===== src/design/adcsq_pkg.sv =====
// package: register map, field layout, modes and timing of the converter sequencer
// How it works
// (RL1) divider select 000/4 001/2 010/1 100/12 101/6 110/3 forms the conversion clock
// (RL2) reserved codes 011 and 111 give 1 and 3; divider latched only between conversions
// (RL3) successive approximation, 10-bit code, or selectable 8-bit resolution
// (RL4) without sample-and-hold: 49 clocks at 8 bits, 59 at 10 bits
// (RL5) with sample-and-hold: 28 clocks at 8 bits, 33 at 10 bits
// (RL6) one-shot, repeat, single sweep, repeat sweeps 0/1, simultaneous, delayed trigger 0/1
// (RL7) result lands in result register of converted channel index 0..7, any group
// (RL8) ref_connect at 0 disconnects the reference; software clears it when unused
// (RL9) software sets analogue and trigger pins to input before use
// (RL10) software keeps conversion clock within 250kHz/1MHz and 10 MHz
// (RL11) software sets both timer trigger enables before delayed trigger mode 0
// (RL12) timer2_special_ctrl writes only while protect_write_en is 1
// (RL13) software trigger starts on start bit; hardware trigger on falling edge afterwards
// (RL14) one-shot stops at completion with interrupt, clears start bit if software triggered
// (RL15) repeat mode converts continuously without interrupt until start bit cleared
// (RL16) software does not rewrite conv_ctrl_first during a conversion
package adcsq_pkg;

    localparam logic [7:0] ADDR_CTRL0 = 8'h00;
    localparam logic [7:0] ADDR_CTRL1 = 8'h04;
    localparam logic [7:0] ADDR_TRIG = 8'h08;
    localparam logic [7:0] ADDR_PROT = 8'h0c;
    localparam logic [7:0] ADDR_T2SC = 8'h10;
    localparam logic [7:0] ADDR_STATUS = 8'h14;
    localparam logic [7:0] ADDR_MASK = 8'h18;
    localparam logic [7:0] ADDR_RES0 = 8'h20;
    localparam logic [7:0] ADDR_RES7 = 8'h3c;

    // conv_ctrl_first fields
    localparam int C0_MODE = 0;
    localparam int C0_CHAN = 3;
    localparam int C0_TRIG = 6;
    localparam int C0_START = 7;
    localparam int C0_SWEEP = 8;
    // second control word, protect and status bit fields
    localparam int C1_DIV = 0;
    localparam int C1_RES10 = 3;
    localparam int C1_SH = 4;
    localparam int C1_REF = 5;
    localparam int C1_GROUP = 6;
    localparam int PROT_BIT = 1;
    localparam int ST_DONE = 0;
    localparam int ST_TRIG = 1;
    localparam int ST_BUSY = 8;

    localparam logic [5:0] CYC_8_NOSH = 6'd49;
    localparam logic [5:0] CYC_10_NOSH = 6'd59;
    localparam logic [5:0] CYC_8_SH = 6'd28;
    localparam logic [5:0] CYC_10_SH = 6'd33;
    localparam logic [3:0] MSB_IDX = 4'd9;
    localparam logic [4:0] RST_CTRL1 = 5'h00;

    typedef enum logic [2:0] {
        ADCSQ_ONE_SHOT, ADCSQ_REPEAT, ADCSQ_SWEEP, ADCSQ_REP_SWEEP0,
        ADCSQ_REP_SWEEP1, ADCSQ_SIMUL, ADCSQ_DLY_TRIG0, ADCSQ_DLY_TRIG1
    } adcsq_mode_t;

    typedef struct packed {
        logic [7:0] paddr;
        logic psel;
        logic penable;
        logic pwrite;
        logic [31:0] pwdata;
    } adcsq_apb_req_t;

    typedef struct packed {
        logic [31:0] prdata;
        logic pready;
        logic pslverr;
    } adcsq_apb_rsp_t;

    typedef struct packed {
        logic sample_en;
        logic [9:0] dac_code;
        logic [1:0] group;
        logic [2:0] channel;
        logic ref_connect;
    } adcsq_afe_t;

    function automatic logic [3:0] adcsq_div(input logic [2:0] sel);
        case (sel)
            3'h0: adcsq_div = 4'd4;
            3'h1: adcsq_div = 4'd2;
            3'h4: adcsq_div = 4'd12;
            3'h5: adcsq_div = 4'd6;
            3'h6, 3'h7: adcsq_div = 4'd3; // (RL2)
            default: adcsq_div = 4'd1;
        endcase
    endfunction

    function automatic logic [5:0] adcsq_cycles(input logic res10, input logic sh);
        if (sh) begin
            adcsq_cycles = res10 ? CYC_10_SH : CYC_8_SH; // (RL5)
        end else begin
            adcsq_cycles = res10 ? CYC_10_NOSH : CYC_8_NOSH; // (RL4)
        end
    endfunction

endpackage


===== src/design/adcsq_clk_div.sv =====
// conversion clock divider: one-cycle tick per conversion clock period
`timescale 1ns/10ps
module adcsq_clk_div (
    input wire logic sys_clk, // system clock
    input wire logic resetn, // synchronous reset, active low
    input wire logic [2:0] div_sel, // latched divider select
    output logic tick // one conversion clock edge
);
    import adcsq_pkg::*;

    typedef struct packed {
        logic [3:0] cnt;
        logic tick;
    } adcsq_div_st_t;

    adcsq_div_st_t st_q, st_d;

    always_comb begin
        st_d = st_q;
        st_d.tick = 1'b0;
        if (st_q.cnt >= adcsq_div(div_sel) - 4'd1) begin // (RL1)
            st_d.cnt = 4'd0;
            st_d.tick = 1'b1;
        end else begin
            st_d.cnt = st_q.cnt + 4'd1;
        end
    end

    always_ff @(posedge sys_clk) begin
        if (!resetn) begin
            st_q <= '0;
        end else begin
            st_q <= st_d;
        end
    end

    assign tick = st_q.tick;
endmodule // adcsq_clk_div


===== src/design/adcsq_sar_core.sv =====
// successive approximation engine for one channel conversion
`timescale 1ns/10ps
module adcsq_sar_core (
    input wire logic sys_clk, // system clock
    input wire logic resetn, // synchronous reset, active low
    input wire logic start, // begin a conversion
    input wire logic abort, // stop at once
    input wire logic tick, // conversion clock edge
    input wire logic res10, // 10-bit resolution
    input wire logic sh, // sample-and-hold in use
    input wire logic cmp_hi, // input above trial level
    output logic busy, // conversion running
    output logic done, // one-cycle completion pulse
    output logic [9:0] code, // result, right aligned
    output logic sample_en, // sampling phase
    output logic [9:0] dac_code // trial level, msb aligned
);
    import adcsq_pkg::*;

    typedef struct packed {
        logic busy;
        logic done;
        logic [5:0] cnt;
        logic [3:0] bit_idx;
        logic [9:0] sar;
        logic [9:0] code;
    } adcsq_sar_st_t;

    adcsq_sar_st_t st_q, st_d;
    logic [5:0] total;
    logic [5:0] resolve_at;

    always_comb begin
        total = adcsq_cycles(res10, sh);
        resolve_at = total - (res10 ? 6'd10 : 6'd8);
        st_d = st_q;
        st_d.done = 1'b0;
        if (abort) begin
            st_d.busy = 1'b0;
        end else if (start && !st_q.busy) begin
            st_d.busy = 1'b1;
            st_d.cnt = 6'd0;
            st_d.bit_idx = MSB_IDX;
            st_d.sar = 10'h200;
        end else if (st_q.busy && tick) begin
            st_d.cnt = st_q.cnt + 6'd1;
            if (st_q.cnt >= resolve_at) begin // (RL3)
                if (!cmp_hi) begin
                    st_d.sar[st_q.bit_idx] = 1'b0;
                end
                if (st_q.bit_idx != 4'd0) begin
                    st_d.sar[st_q.bit_idx - 4'd1] = 1'b1;
                    st_d.bit_idx = st_q.bit_idx - 4'd1;
                end
            end
            if (st_q.cnt == total - 6'd1) begin // (RL4) (RL5)
                st_d.busy = 1'b0;
                st_d.done = 1'b1;
                st_d.code = res10 ? st_d.sar : {2'b00, st_d.sar[9:2]};
            end
        end
    end

    always_ff @(posedge sys_clk) begin
        if (!resetn) begin
            st_q <= '0;
        end else begin
            st_q <= st_d;
        end
    end

    assign busy = st_q.busy;
    assign done = st_q.done;
    assign code = st_q.code;
    assign sample_en = st_q.busy && (st_q.cnt < resolve_at);
    assign dac_code = st_q.busy ? st_q.sar : 10'h000;
endmodule // adcsq_sar_core


===== src/design/adcsq_ctrl.sv =====
// converter sequencer top: APB registers, trigger, mode sequencing and result store
`timescale 1ns/10ps
module adcsq_ctrl (
    input wire logic sys_clk, // 250 MHz system clock
    input wire logic resetn, // synchronous reset, active low
    input wire adcsq_pkg::adcsq_apb_req_t apb_req, // APB request
    output adcsq_pkg::adcsq_apb_rsp_t apb_rsp, // APB answer
    input wire logic ext_conv_trigger_n, // external trigger pin, falling edge
    input wire logic cmp_hi_pin, // comparator: input above trial level
    output adcsq_pkg::adcsq_afe_t afe, // analogue front end control
    output logic [7:0] timer2_special_ctrl, // protected timer control word
    output logic timer0_trigger_en, // timer 0 as trigger source
    output logic timer1_trigger_en, // timer 1 as trigger source
    output logic irq // level interrupt
);
    import adcsq_pkg::*;

    typedef enum logic [1:0] {
        SEQ_IDLE, SEQ_ARMED, SEQ_CONV, SEQ_NEXT
    } adcsq_seq_t;

    typedef struct packed {
        adcsq_apb_rsp_t rsp;
        logic [2:0] mode;
        logic [2:0] chan;
        logic trigger_source_sel;
        logic conv_start_bit;
        logic [1:0] sweep;
        logic [7:0] ctrl1;
        logic [1:0] trig_en;
        logic protect_write_en;
        logic [7:0] t2sc;
        logic [1:0] status;
        logic [1:0] mask;
        logic [7:0][9:0] result;
        adcsq_seq_t seq;
        logic [2:0] cur;
        logic [2:0] div_sel;
        logic start_pulse;
        logic [2:0] trig_sync;
        logic [1:0] cmp_sync;
        adcsq_afe_t afe;
        logic irq;
    } adcsq_st_t;

    adcsq_st_t st_q, st_d;
    logic tick;
    logic core_busy;
    logic core_done;
    logic [9:0] core_code;
    logic core_sample;
    logic [9:0] core_dac;

    ////////////////////////////////////////////////////////////////////////////////
    // helpers

    function automatic logic [31:0] read_word(input adcsq_st_t s, input logic [7:0] a, input logic busy);
        read_word = 32'h0000_0000;
        if (a == ADDR_CTRL0) begin
            read_word = {22'h0, s.sweep, s.conv_start_bit, s.trigger_source_sel, s.chan, s.mode};
        end else if (a == ADDR_CTRL1) begin
            read_word = {24'h0, s.ctrl1};
        end else if (a == ADDR_TRIG) begin
            read_word = {30'h0, s.trig_en};
        end else if (a == ADDR_PROT) begin
            read_word = {30'h0, s.protect_write_en, 1'b0};
        end else if (a == ADDR_T2SC) begin
            read_word = {24'h0, s.t2sc};
        end else if (a == ADDR_STATUS) begin
            read_word = {23'h0, busy, 6'h0, s.status};
        end else if (a == ADDR_MASK) begin
            read_word = {30'h0, s.mask};
        end else if (a >= ADDR_RES0 && a <= ADDR_RES7) begin
            read_word = {22'h0, s.result[a[4:2]]}; // (RL7)
        end
    endfunction

    function automatic logic mapped(input logic [7:0] a);
        mapped = (a[1:0] == 2'b00) && (a <= ADDR_MASK || (a >= ADDR_RES0 && a <= ADDR_RES7));
    endfunction

    function automatic logic is_sweep(input logic [2:0] m);
        is_sweep = (m != ADCSQ_ONE_SHOT) && (m != ADCSQ_REPEAT);
    endfunction

    function automatic logic is_repeating(input logic [2:0] m);
        is_repeating = (m == ADCSQ_REPEAT) || (m == ADCSQ_REP_SWEEP0) || (m == ADCSQ_REP_SWEEP1);
    endfunction

    ////////////////////////////////////////////////////////////////////////////////
    // next state

    logic wr;
    logic rd_setup;
    logic trig_fall;
    logic [2:0] last_ch;
    logic start_now;

    always_comb begin
        st_d = st_q;
        st_d.start_pulse = 1'b0;
        wr = apb_req.psel && apb_req.penable && st_q.rsp.pready && apb_req.pwrite;
        rd_setup = apb_req.psel && !apb_req.penable;
        // pin synchronisers; edge seen between second and third stage
        st_d.trig_sync = {st_q.trig_sync[1:0], ext_conv_trigger_n};
        st_d.cmp_sync = {st_q.cmp_sync[0], cmp_hi_pin};
        trig_fall = st_q.trig_sync[2] && !st_q.trig_sync[1];
        last_ch = {st_q.sweep, 1'b1};
        start_now = 1'b0;

        // bus answer registered one cycle after setup
        st_d.rsp.pready = rd_setup;
        st_d.rsp.pslverr = rd_setup && !mapped(apb_req.paddr);
        st_d.rsp.prdata = (rd_setup && !st_d.rsp.pslverr) ? read_word(st_q, apb_req.paddr, core_busy) : 32'h0000_0000;

        if (wr) begin
            if (apb_req.paddr == ADDR_CTRL0) begin
                st_d.mode = apb_req.pwdata[C0_MODE +: 3];
                st_d.chan = apb_req.pwdata[C0_CHAN +: 3];
                st_d.trigger_source_sel = apb_req.pwdata[C0_TRIG];
                st_d.conv_start_bit = apb_req.pwdata[C0_START];
                st_d.sweep = apb_req.pwdata[C0_SWEEP +: 2];
            end else if (apb_req.paddr == ADDR_CTRL1) begin
                st_d.ctrl1 = apb_req.pwdata[7:0];
            end else if (apb_req.paddr == ADDR_TRIG) begin
                st_d.trig_en = apb_req.pwdata[1:0];
            end else if (apb_req.paddr == ADDR_PROT) begin
                st_d.protect_write_en = apb_req.pwdata[PROT_BIT];
            end else if (apb_req.paddr == ADDR_T2SC) begin
                if (st_q.protect_write_en) begin // (RL12)
                    st_d.t2sc = apb_req.pwdata[7:0];
                end
            end else if (apb_req.paddr == ADDR_STATUS) begin
                st_d.status = st_q.status & ~apb_req.pwdata[1:0];
            end else if (apb_req.paddr == ADDR_MASK) begin
                st_d.mask = apb_req.pwdata[1:0];
            end
        end

        // sequencer
        case (st_q.seq)
            SEQ_IDLE: begin
                if (st_q.conv_start_bit) begin
                    st_d.div_sel = st_q.ctrl1[C1_DIV +: 3]; // (RL2)
                    st_d.cur = is_sweep(st_q.mode) ? 3'd0 : st_q.chan;
                    if (st_q.trigger_source_sel) begin
                        st_d.seq = SEQ_ARMED;
                    end else begin
                        start_now = 1'b1; // (RL13)
                    end
                end
            end
            SEQ_ARMED: begin
                if (trig_fall) begin // (RL13)
                    start_now = 1'b1;
                    st_d.status[ST_TRIG] = 1'b1;
                end
            end
            SEQ_CONV: begin
                if (core_done) begin
                    st_d.result[st_q.cur] = core_code; // (RL7)
                    st_d.seq = SEQ_NEXT;
                end
            end
            SEQ_NEXT: begin
                if (is_sweep(st_q.mode) && st_q.cur != last_ch) begin // (RL6)
                    st_d.cur = st_q.cur + 3'd1;
                    start_now = 1'b1;
                end else if (is_repeating(st_q.mode)) begin // (RL15)
                    st_d.cur = is_sweep(st_q.mode) ? 3'd0 : st_q.chan;
                    start_now = 1'b1;
                end else begin
                    st_d.status[ST_DONE] = 1'b1; // (RL14)
                    st_d.seq = SEQ_IDLE;
                    if (!st_q.trigger_source_sel) begin
                        st_d.conv_start_bit = 1'b0; // (RL14)
                    end else begin
                        st_d.seq = SEQ_ARMED;
                        st_d.cur = is_sweep(st_q.mode) ? 3'd0 : st_q.chan; // (RL6)
                    end
                end
            end
            default: st_d.seq = SEQ_IDLE;
        endcase
        if (start_now) begin
            st_d.seq = SEQ_CONV;
            st_d.start_pulse = 1'b1;
        end
        // clearing the start bit halts everything, including a waiting trigger
        if (!st_d.conv_start_bit) begin // (RL14) (RL15)
            st_d.seq = SEQ_IDLE;
            st_d.start_pulse = 1'b0;
        end

        st_d.afe.sample_en = core_sample;
        st_d.afe.dac_code = core_dac;
        st_d.afe.group = st_q.ctrl1[C1_GROUP +: 2];
        st_d.afe.channel = st_q.cur;
        st_d.afe.ref_connect = st_q.ctrl1[C1_REF]; // (RL8)
        st_d.irq = |(st_q.status & st_q.mask);
    end

    always_ff @(posedge sys_clk) begin
        if (!resetn) begin
            st_q <= '0;
            st_q.trig_sync <= 3'h7;
        end else begin
            st_q <= st_d;
        end
    end

    ////////////////////////////////////////////////////////////////////////////////
    // conversion clock and engine

    adcsq_clk_div u_div (
        .sys_clk(sys_clk),
        .resetn(resetn),
        .div_sel(st_q.div_sel),
        .tick(tick)
    );

    adcsq_sar_core u_sar (
        .sys_clk(sys_clk),
        .resetn(resetn),
        .start(st_q.start_pulse),
        .abort(!st_q.conv_start_bit),
        .tick(tick),
        .res10(st_q.ctrl1[C1_RES10]),
        .sh(st_q.ctrl1[C1_SH]),
        .cmp_hi(st_q.cmp_sync[1]),
        .busy(core_busy),
        .done(core_done),
        .code(core_code),
        .sample_en(core_sample),
        .dac_code(core_dac)
    );

    assign apb_rsp = st_q.rsp;
    assign afe = st_q.afe;
    assign timer2_special_ctrl = st_q.t2sc;
    assign timer0_trigger_en = st_q.trig_en[0];
    assign timer1_trigger_en = st_q.trig_en[1];
    assign irq = st_q.irq;
endmodule // adcsq_ctrl


===== config.mk =====
export PLATFORM = sky130hd
export DESIGN_NAME = adcsq_ctrl
export DESIGN_NICKNAME = d
export VERILOG_FILES = /design/src/design/adcsq_pkg.sv /design/src/design/adcsq_clk_div.sv /design/src/design/adcsq_sar_core.sv /design/src/design/adcsq_ctrl.sv
export SDC_FILE = /design/constraint.sdc
export NUM_CORES = 1
export LEC_CHECK = 0
export ABC_AREA = 1
export BUFFER_PORTS_ARGS = -buffer_cell sky130_fd_sc_hd__buf_4
export CAP_MARGIN = 20
export CORE_MARGIN = 4
export CORE_UTILIZATION = 35
export DETAILED_ROUTE_END_ITERATION = 7
export RECOVER_POWER = 50
export SYNTH_ARGS = -nofsm -noshare
export SYNTH_HDL_FRONTEND = slang
export SYNTH_HIERARCHICAL = 1
export SYNTH_SLANG_ARGS = --single-unit

===== constraint.sdc =====
create_clock -name sys_clk -period 2.8 [get_ports sys_clk]
set_input_delay 0.14 -clock sys_clk [delete_from_list [all_inputs] [get_ports sys_clk]]
set_output_delay 0.14 -clock sys_clk [all_outputs]
set_load 0.01 [all_outputs]

Word level (Yosys, flattened, before mapping). Cells that the tools add are included.

Output and inout port bits: 62. Bits of input ports: 47. Word-level logic and storage cells: 255. Register bits: 216.

Bitwise operators: 18. Muxes and demuxes: 79. Add/sub/neg operators: 7. Reductions and logical operators: 63. Order comparisons: 13. Eq/ne operators: 31.

Operators by type and width (count): two-way mux 10 bit (17); bitwise mux 80 bit (1); two-way mux 32 bit (1); two-way mux 8 bit (4); binary-select mux 10 bit (select 3 bit) (1); demux 10 bit (select 3 bit) (1); two-way mux 14 bit (2); two-way mux 26 bit (1); == test 8 x 5 -> 1 bit, second input constant (3); two-way mux 23 bit (1); two-way mux 2 bit (11); two-way mux 1 bit (20); two-way mux 20 bit (1); case mux 4 bit (5 select lines) (1); AND reduction 2 bit (9); logical AND 1 bit (17); == test 8 x 4 -> 1 bit, second input constant (2); == test 3 bit, second input constant (5); two-way mux 15 bit (1); two-way mux 13 bit (1); two-way mux 12 bit (1); two-way mux 3 bit (4); two-way mux 4 bit (3); two-way mux 6 bit (2); 57 further kinds (101).

Longest topological paths before layout.
Word-level depth: 18. Mapped depth: 16. Depth with buffers taken out: 15.

Modules after synthesis. Netlist, hierarchy kept.

By module, submodules not included: adcsq_ctrl (times used 1, cells each 966, seq. area each 3143.0 um2, area an instance 7125.6 um2); adcsq_sar_core (times used 1, cells each 370, seq. area each 640.6 um2, area an instance 2257.2 um2); adcsq_clk_div (times used 1, cells each 39, seq. area each 100.1 um2, area an instance 304.0 um2).

Worst setup path before layout. No wires, ideal clock.

Path type: flip-flop to flip-flop. Start: register st_q[130] (netlist bit). End: register u_sar/st_q[20] (netlist bit). Required time: 2.687 ns. Arrival: 2.258 ns. Cell stages (with the launch flop): 16. Path slack: 0.429 ns. Path buffers: 1. Cells stage by stage: dfxtp_1 > inv_1 > ha_1 > xor2_1 > ha_1 > nand2_1 > inv_2 > a21oi_2 > nand3_1 > buf_4 > nand2_1 > inv_2 > nand2_2 > nand2_2 > o21ai_1 > nor2_1.

Cells in the longest elaborated chain, start to end: 6.

RTL lines: start: declaration (line adcsq_ctrl.sv:46) `adcsq_st_t st_q, st_d;`; start signal: assignment (line adcsq_ctrl.sv:208) `st_q <= st_d;`; two-way mux 6 bit or two-way mux 4 bit (tied branches) (line adcsq_pkg.sv:95, adcsq_pkg.sv:97); two-way mux 6 bit (line adcsq_pkg.sv:94) `if (sh) begin`; subtractor 6 bit * (line adcsq_sar_core.sv:35) `resolve_at = total - (res10 ? 6'd10 : 6'd8);`; >= comparator 6 bit * (line adcsq_sar_core.sv:47) `if (st_q.cnt >= resolve_at) begin`; nonzero test 2 bit (no line) *; AND reduction 4 bit (no line) *; end signal: assignment (line adcsq_sar_core.sv:68) `st_q <= st_d;`; end: declaration (line adcsq_sar_core.sv:29) `adcsq_sar_st_t st_q, st_d;`.

Mark *: on every way between the ends. The rest lies on a longest branch, timed or not. A chain may end at the register's enable or synchronous reset.

Worst setup path after layout.
Start: register st_q[130] (netlist bit). End: register u_sar/st_q[22] (netlist bit).

Same word-level chain as after synthesis.

==> flow_summary.toml <==
[power]
clkPwrFrac = 0.438
finalPower_mw = 5.54
internal_power_mw = 4.15
comb_power_share = 0.056
p_per_area_nw_per_um2 = 526
p_seq_frac = 0.505
switching_share = 0.251
p_sw_mw = 1.39
leakage_nw = 4.58
peakVddDrop_v = 0.000299

[worst_setup_path]
r2r-end = "u_sar/st_q[22]"
timing.rr.start = "st_q[130]"
cp-endpoint = "u_sar/st_q[22]"
required_ns = 3.13
worstSetupStartpointType = "flip-flop"
startpoint = "st_q[130]"
path_max_fanout = 20
arrival_ns = 2.83
rrSetupSlack_ns = 0.31
worst_setup_path_end_kind = "flip-flop"
reg2reg_depth = 16
path_class = "flip-flop to flip-flop"

[clocking]
clk_latency_ns = 0.44
path_clk_slew_ns = 0.08
cts-buffers-inserted = 17
root_buffer = "clkbuf_16"
cts_buffer_depth = 2
cts.sinks = 194
cts_tree = "built"
h-tree-depth = 4

[floorplanning]
fp.dieH_um = 174
die_w_um = 174
rows = 60
core_um2 = 27100
start_util = 0.357
die_area_um2 = 30400
io_pins = 109

[placed_design]
place_ws_ns = 0.241
dpl.hpwl_um = 17400
place_area_um2 = 10100
gp_congestion = 0.877
portBuffers = 64
dpl.cell_count = 1730

[status]
status = "completed"

[synthesis]
synth_warnings = 6
ys_seq_area_frac = 0.401
synth_edf_count = 0
synthFlopType = "dfxtp_1"
ys_ff_latch = 194
yosysMostFrequentCell = "nand2_1"
synth_top_cell_area_share = 0.401
synth_area_um2 = 9690
ys_top_cells_by_count = "258 x nand2_1, 194 x dfxtp_1, 193 x inv_1, 165 x nor2_1, 129 x o21ai_0"
synth.avg_cell_area_um2 = 7.04
synth_area_leader_cell = "dfxtp_1"
yosys-top-cells-area = "dfxtp_1 40%, nand2_1 10%, inv_1 7.5%"
syn_inst = 1375
synth.distinct_cells = 52
async_flop_share = 0

[finish]
stdcell_area_um2 = 10500
nFillCells = 2923
drive_gt1_frac = 0.0814
syn_to_final_growth_pct = 8.81
nets = 1456
multi_input_area_um2 = 4300
regArea_um2 = 3880
final_core_util = 0.389
final_cells = 1774

[timing]
fin_skew_ns = 0.0123
fin_crit_sh = 0.890
rsz0062_at_grt = "false"
max_freq_ghz = 0.401
whs_ns = 0.0114
fin_ws_ns = 0.308
hold_violations = 0
tns_ns = 0
worstMarginPinSlew_ns = 1.32
fin_crit_ns = 2.49
max-slew-margin-rel = 0.119
finalSetupViolCount = 0
slew_violations = 0

[routing]
firstDrtPassIters = 5
drtIter0Drc = 637
routed_wl_um = 24200
drcViolationCount = 0
via_per_inst = 4.69
vias = 8322
post_drt_wl_per_cell_um = 13.6
antenna_left = 0

[min_path]
hold_class = "input pin to flip-flop"
hold_start = "apb_req[1]"

[flow_run]
drv_cap = 0

[global_routing]
antenna_found_initial = 0
grt_use_total = 0.155
grt_pass1_vias = 7470
grt_pass1_wl_um = 39100
overflow = 0
grt_max_degree = 82
[kinds of logic after synthesis]
logic type               after synthesis  share of synthesized area
AO/OA/AOI/OAI                        308                      0.175
XOR/XNOR                               5                    0.00452
flip-flops                           194                      0.401
other                                  1                   0.000387
adder cells (fa/ha/maj)               21                     0.0271
buffers and inverters                325                      0.158
AND/OR/NAND/NOR                      521                      0.234
[area by class of cell]
| type | instances | area share |
|---|---|---|
| clock inverter | 14 | 0.0142 |
| timing repair buffer | 88 | 0.0487 |
| multi-input combinational | 877 | 0.408 |
| tap | 372 | 0.0442 |
| antenna | 1 | 0.000237 |
| inverter | 210 | 0.0755 |
| sequential | 194 | 0.368 |
| clock buffer | 18 | 0.0407 |
[cells in the final DEF, fill, tap and decap left out, types with 6 or more instances in the layout]
cell / count
a211oi_1: 8
a21oi_1: 113
buf_4: 28
clkbuf_1: 47
clkbuf_16: 17
conb_1: 22
dfxtp_1: 194
dlygate4sd3_1: 11
ha_1: 20
inv_1: 194
inv_2: 12
nand2_1: 260
nand2_2: 6
nand3_1: 38
nand4_1: 9
nor2_1: 169
nor3_1: 13
o2111ai_1: 8
o21ai_0: 129
o21ai_1: 8
o22ai_1: 11
[power by group through the flow]
stage               sequential, mW  combinational [mW]  clock (mW)
finish                        2.80               0.313        2.43
global route                  2.80               0.352        2.61
CTS                           2.80               0.323        2.48
detailed placement            2.87               0.310           0
global placement              2.87               0.306           0
floorplan                     2.86               0.240           0
[state kept, by name (all words and copies together) (netlist names), 2 cells and up]
signal and cells:
u_sar/code 10, timer2_special_ctrl 8, afe 17, u_div/st_q 4, st_q 106, st_d 9, apb_rsp 12, u_sar/st_q 20
last_ch 2
[worst min path at each step]
stage / endpoint / slack [ns] / depth (start not counted)
floorplan: apb_rsp[1] / 0.23 / 1
CTS: st_q[124] / 0.002 / 3
global route: st_q[113] / 0.01 / 3
global placement: st_d[19] / 0.32 / 3
detailed placement: st_d[19] / 0.33 / 3
finish: st_q[124] / 0.01 / 3
[critical path, stage by stage, from the launching register on]
cell and delay (ns):
dfxtp_1 0.36, inv_1 0.08, ha_1 0.26, xor2_1 0.16, ha_1 0.29, nand2_1 0.07
nor2_1 0.19, nand2_1 0.15, nand3_1 0.11, buf_4 0.23, nand2_1 0.09, inv_2 0.08
nand2_2 0.05, nand2_2 0.11, nand2_1 0.06, nand2_1 0.05, nor2_1 0.04
[timing repair]
| item | in CTS | in global routing |
|---|---|---|
| setup endpoints to repair | 0 | 2 |
| buffers inserted | 0 | 0 |
| hold buffers | 11 | 0 |
| endpoints found under the hold margin | 16 | 0 |
| gates resized for setup | 0 | 2 |
[metal layers]
| layer | GRT usage | vias up | part of all wire |
|---|---|---|---|
| met3 | 0.0333 | 15 | 0.051 |
| met4 | 0.0383 | 0 | 0.014 |
| met1 | 0.227 | 3799 | 0.50 |
| met5 | 0 | - | 0 |
| met2 | 0.233 | 194 | 0.43 |
| li1 | - | 4314 | - |
Power figures use the tool's default switching activity.
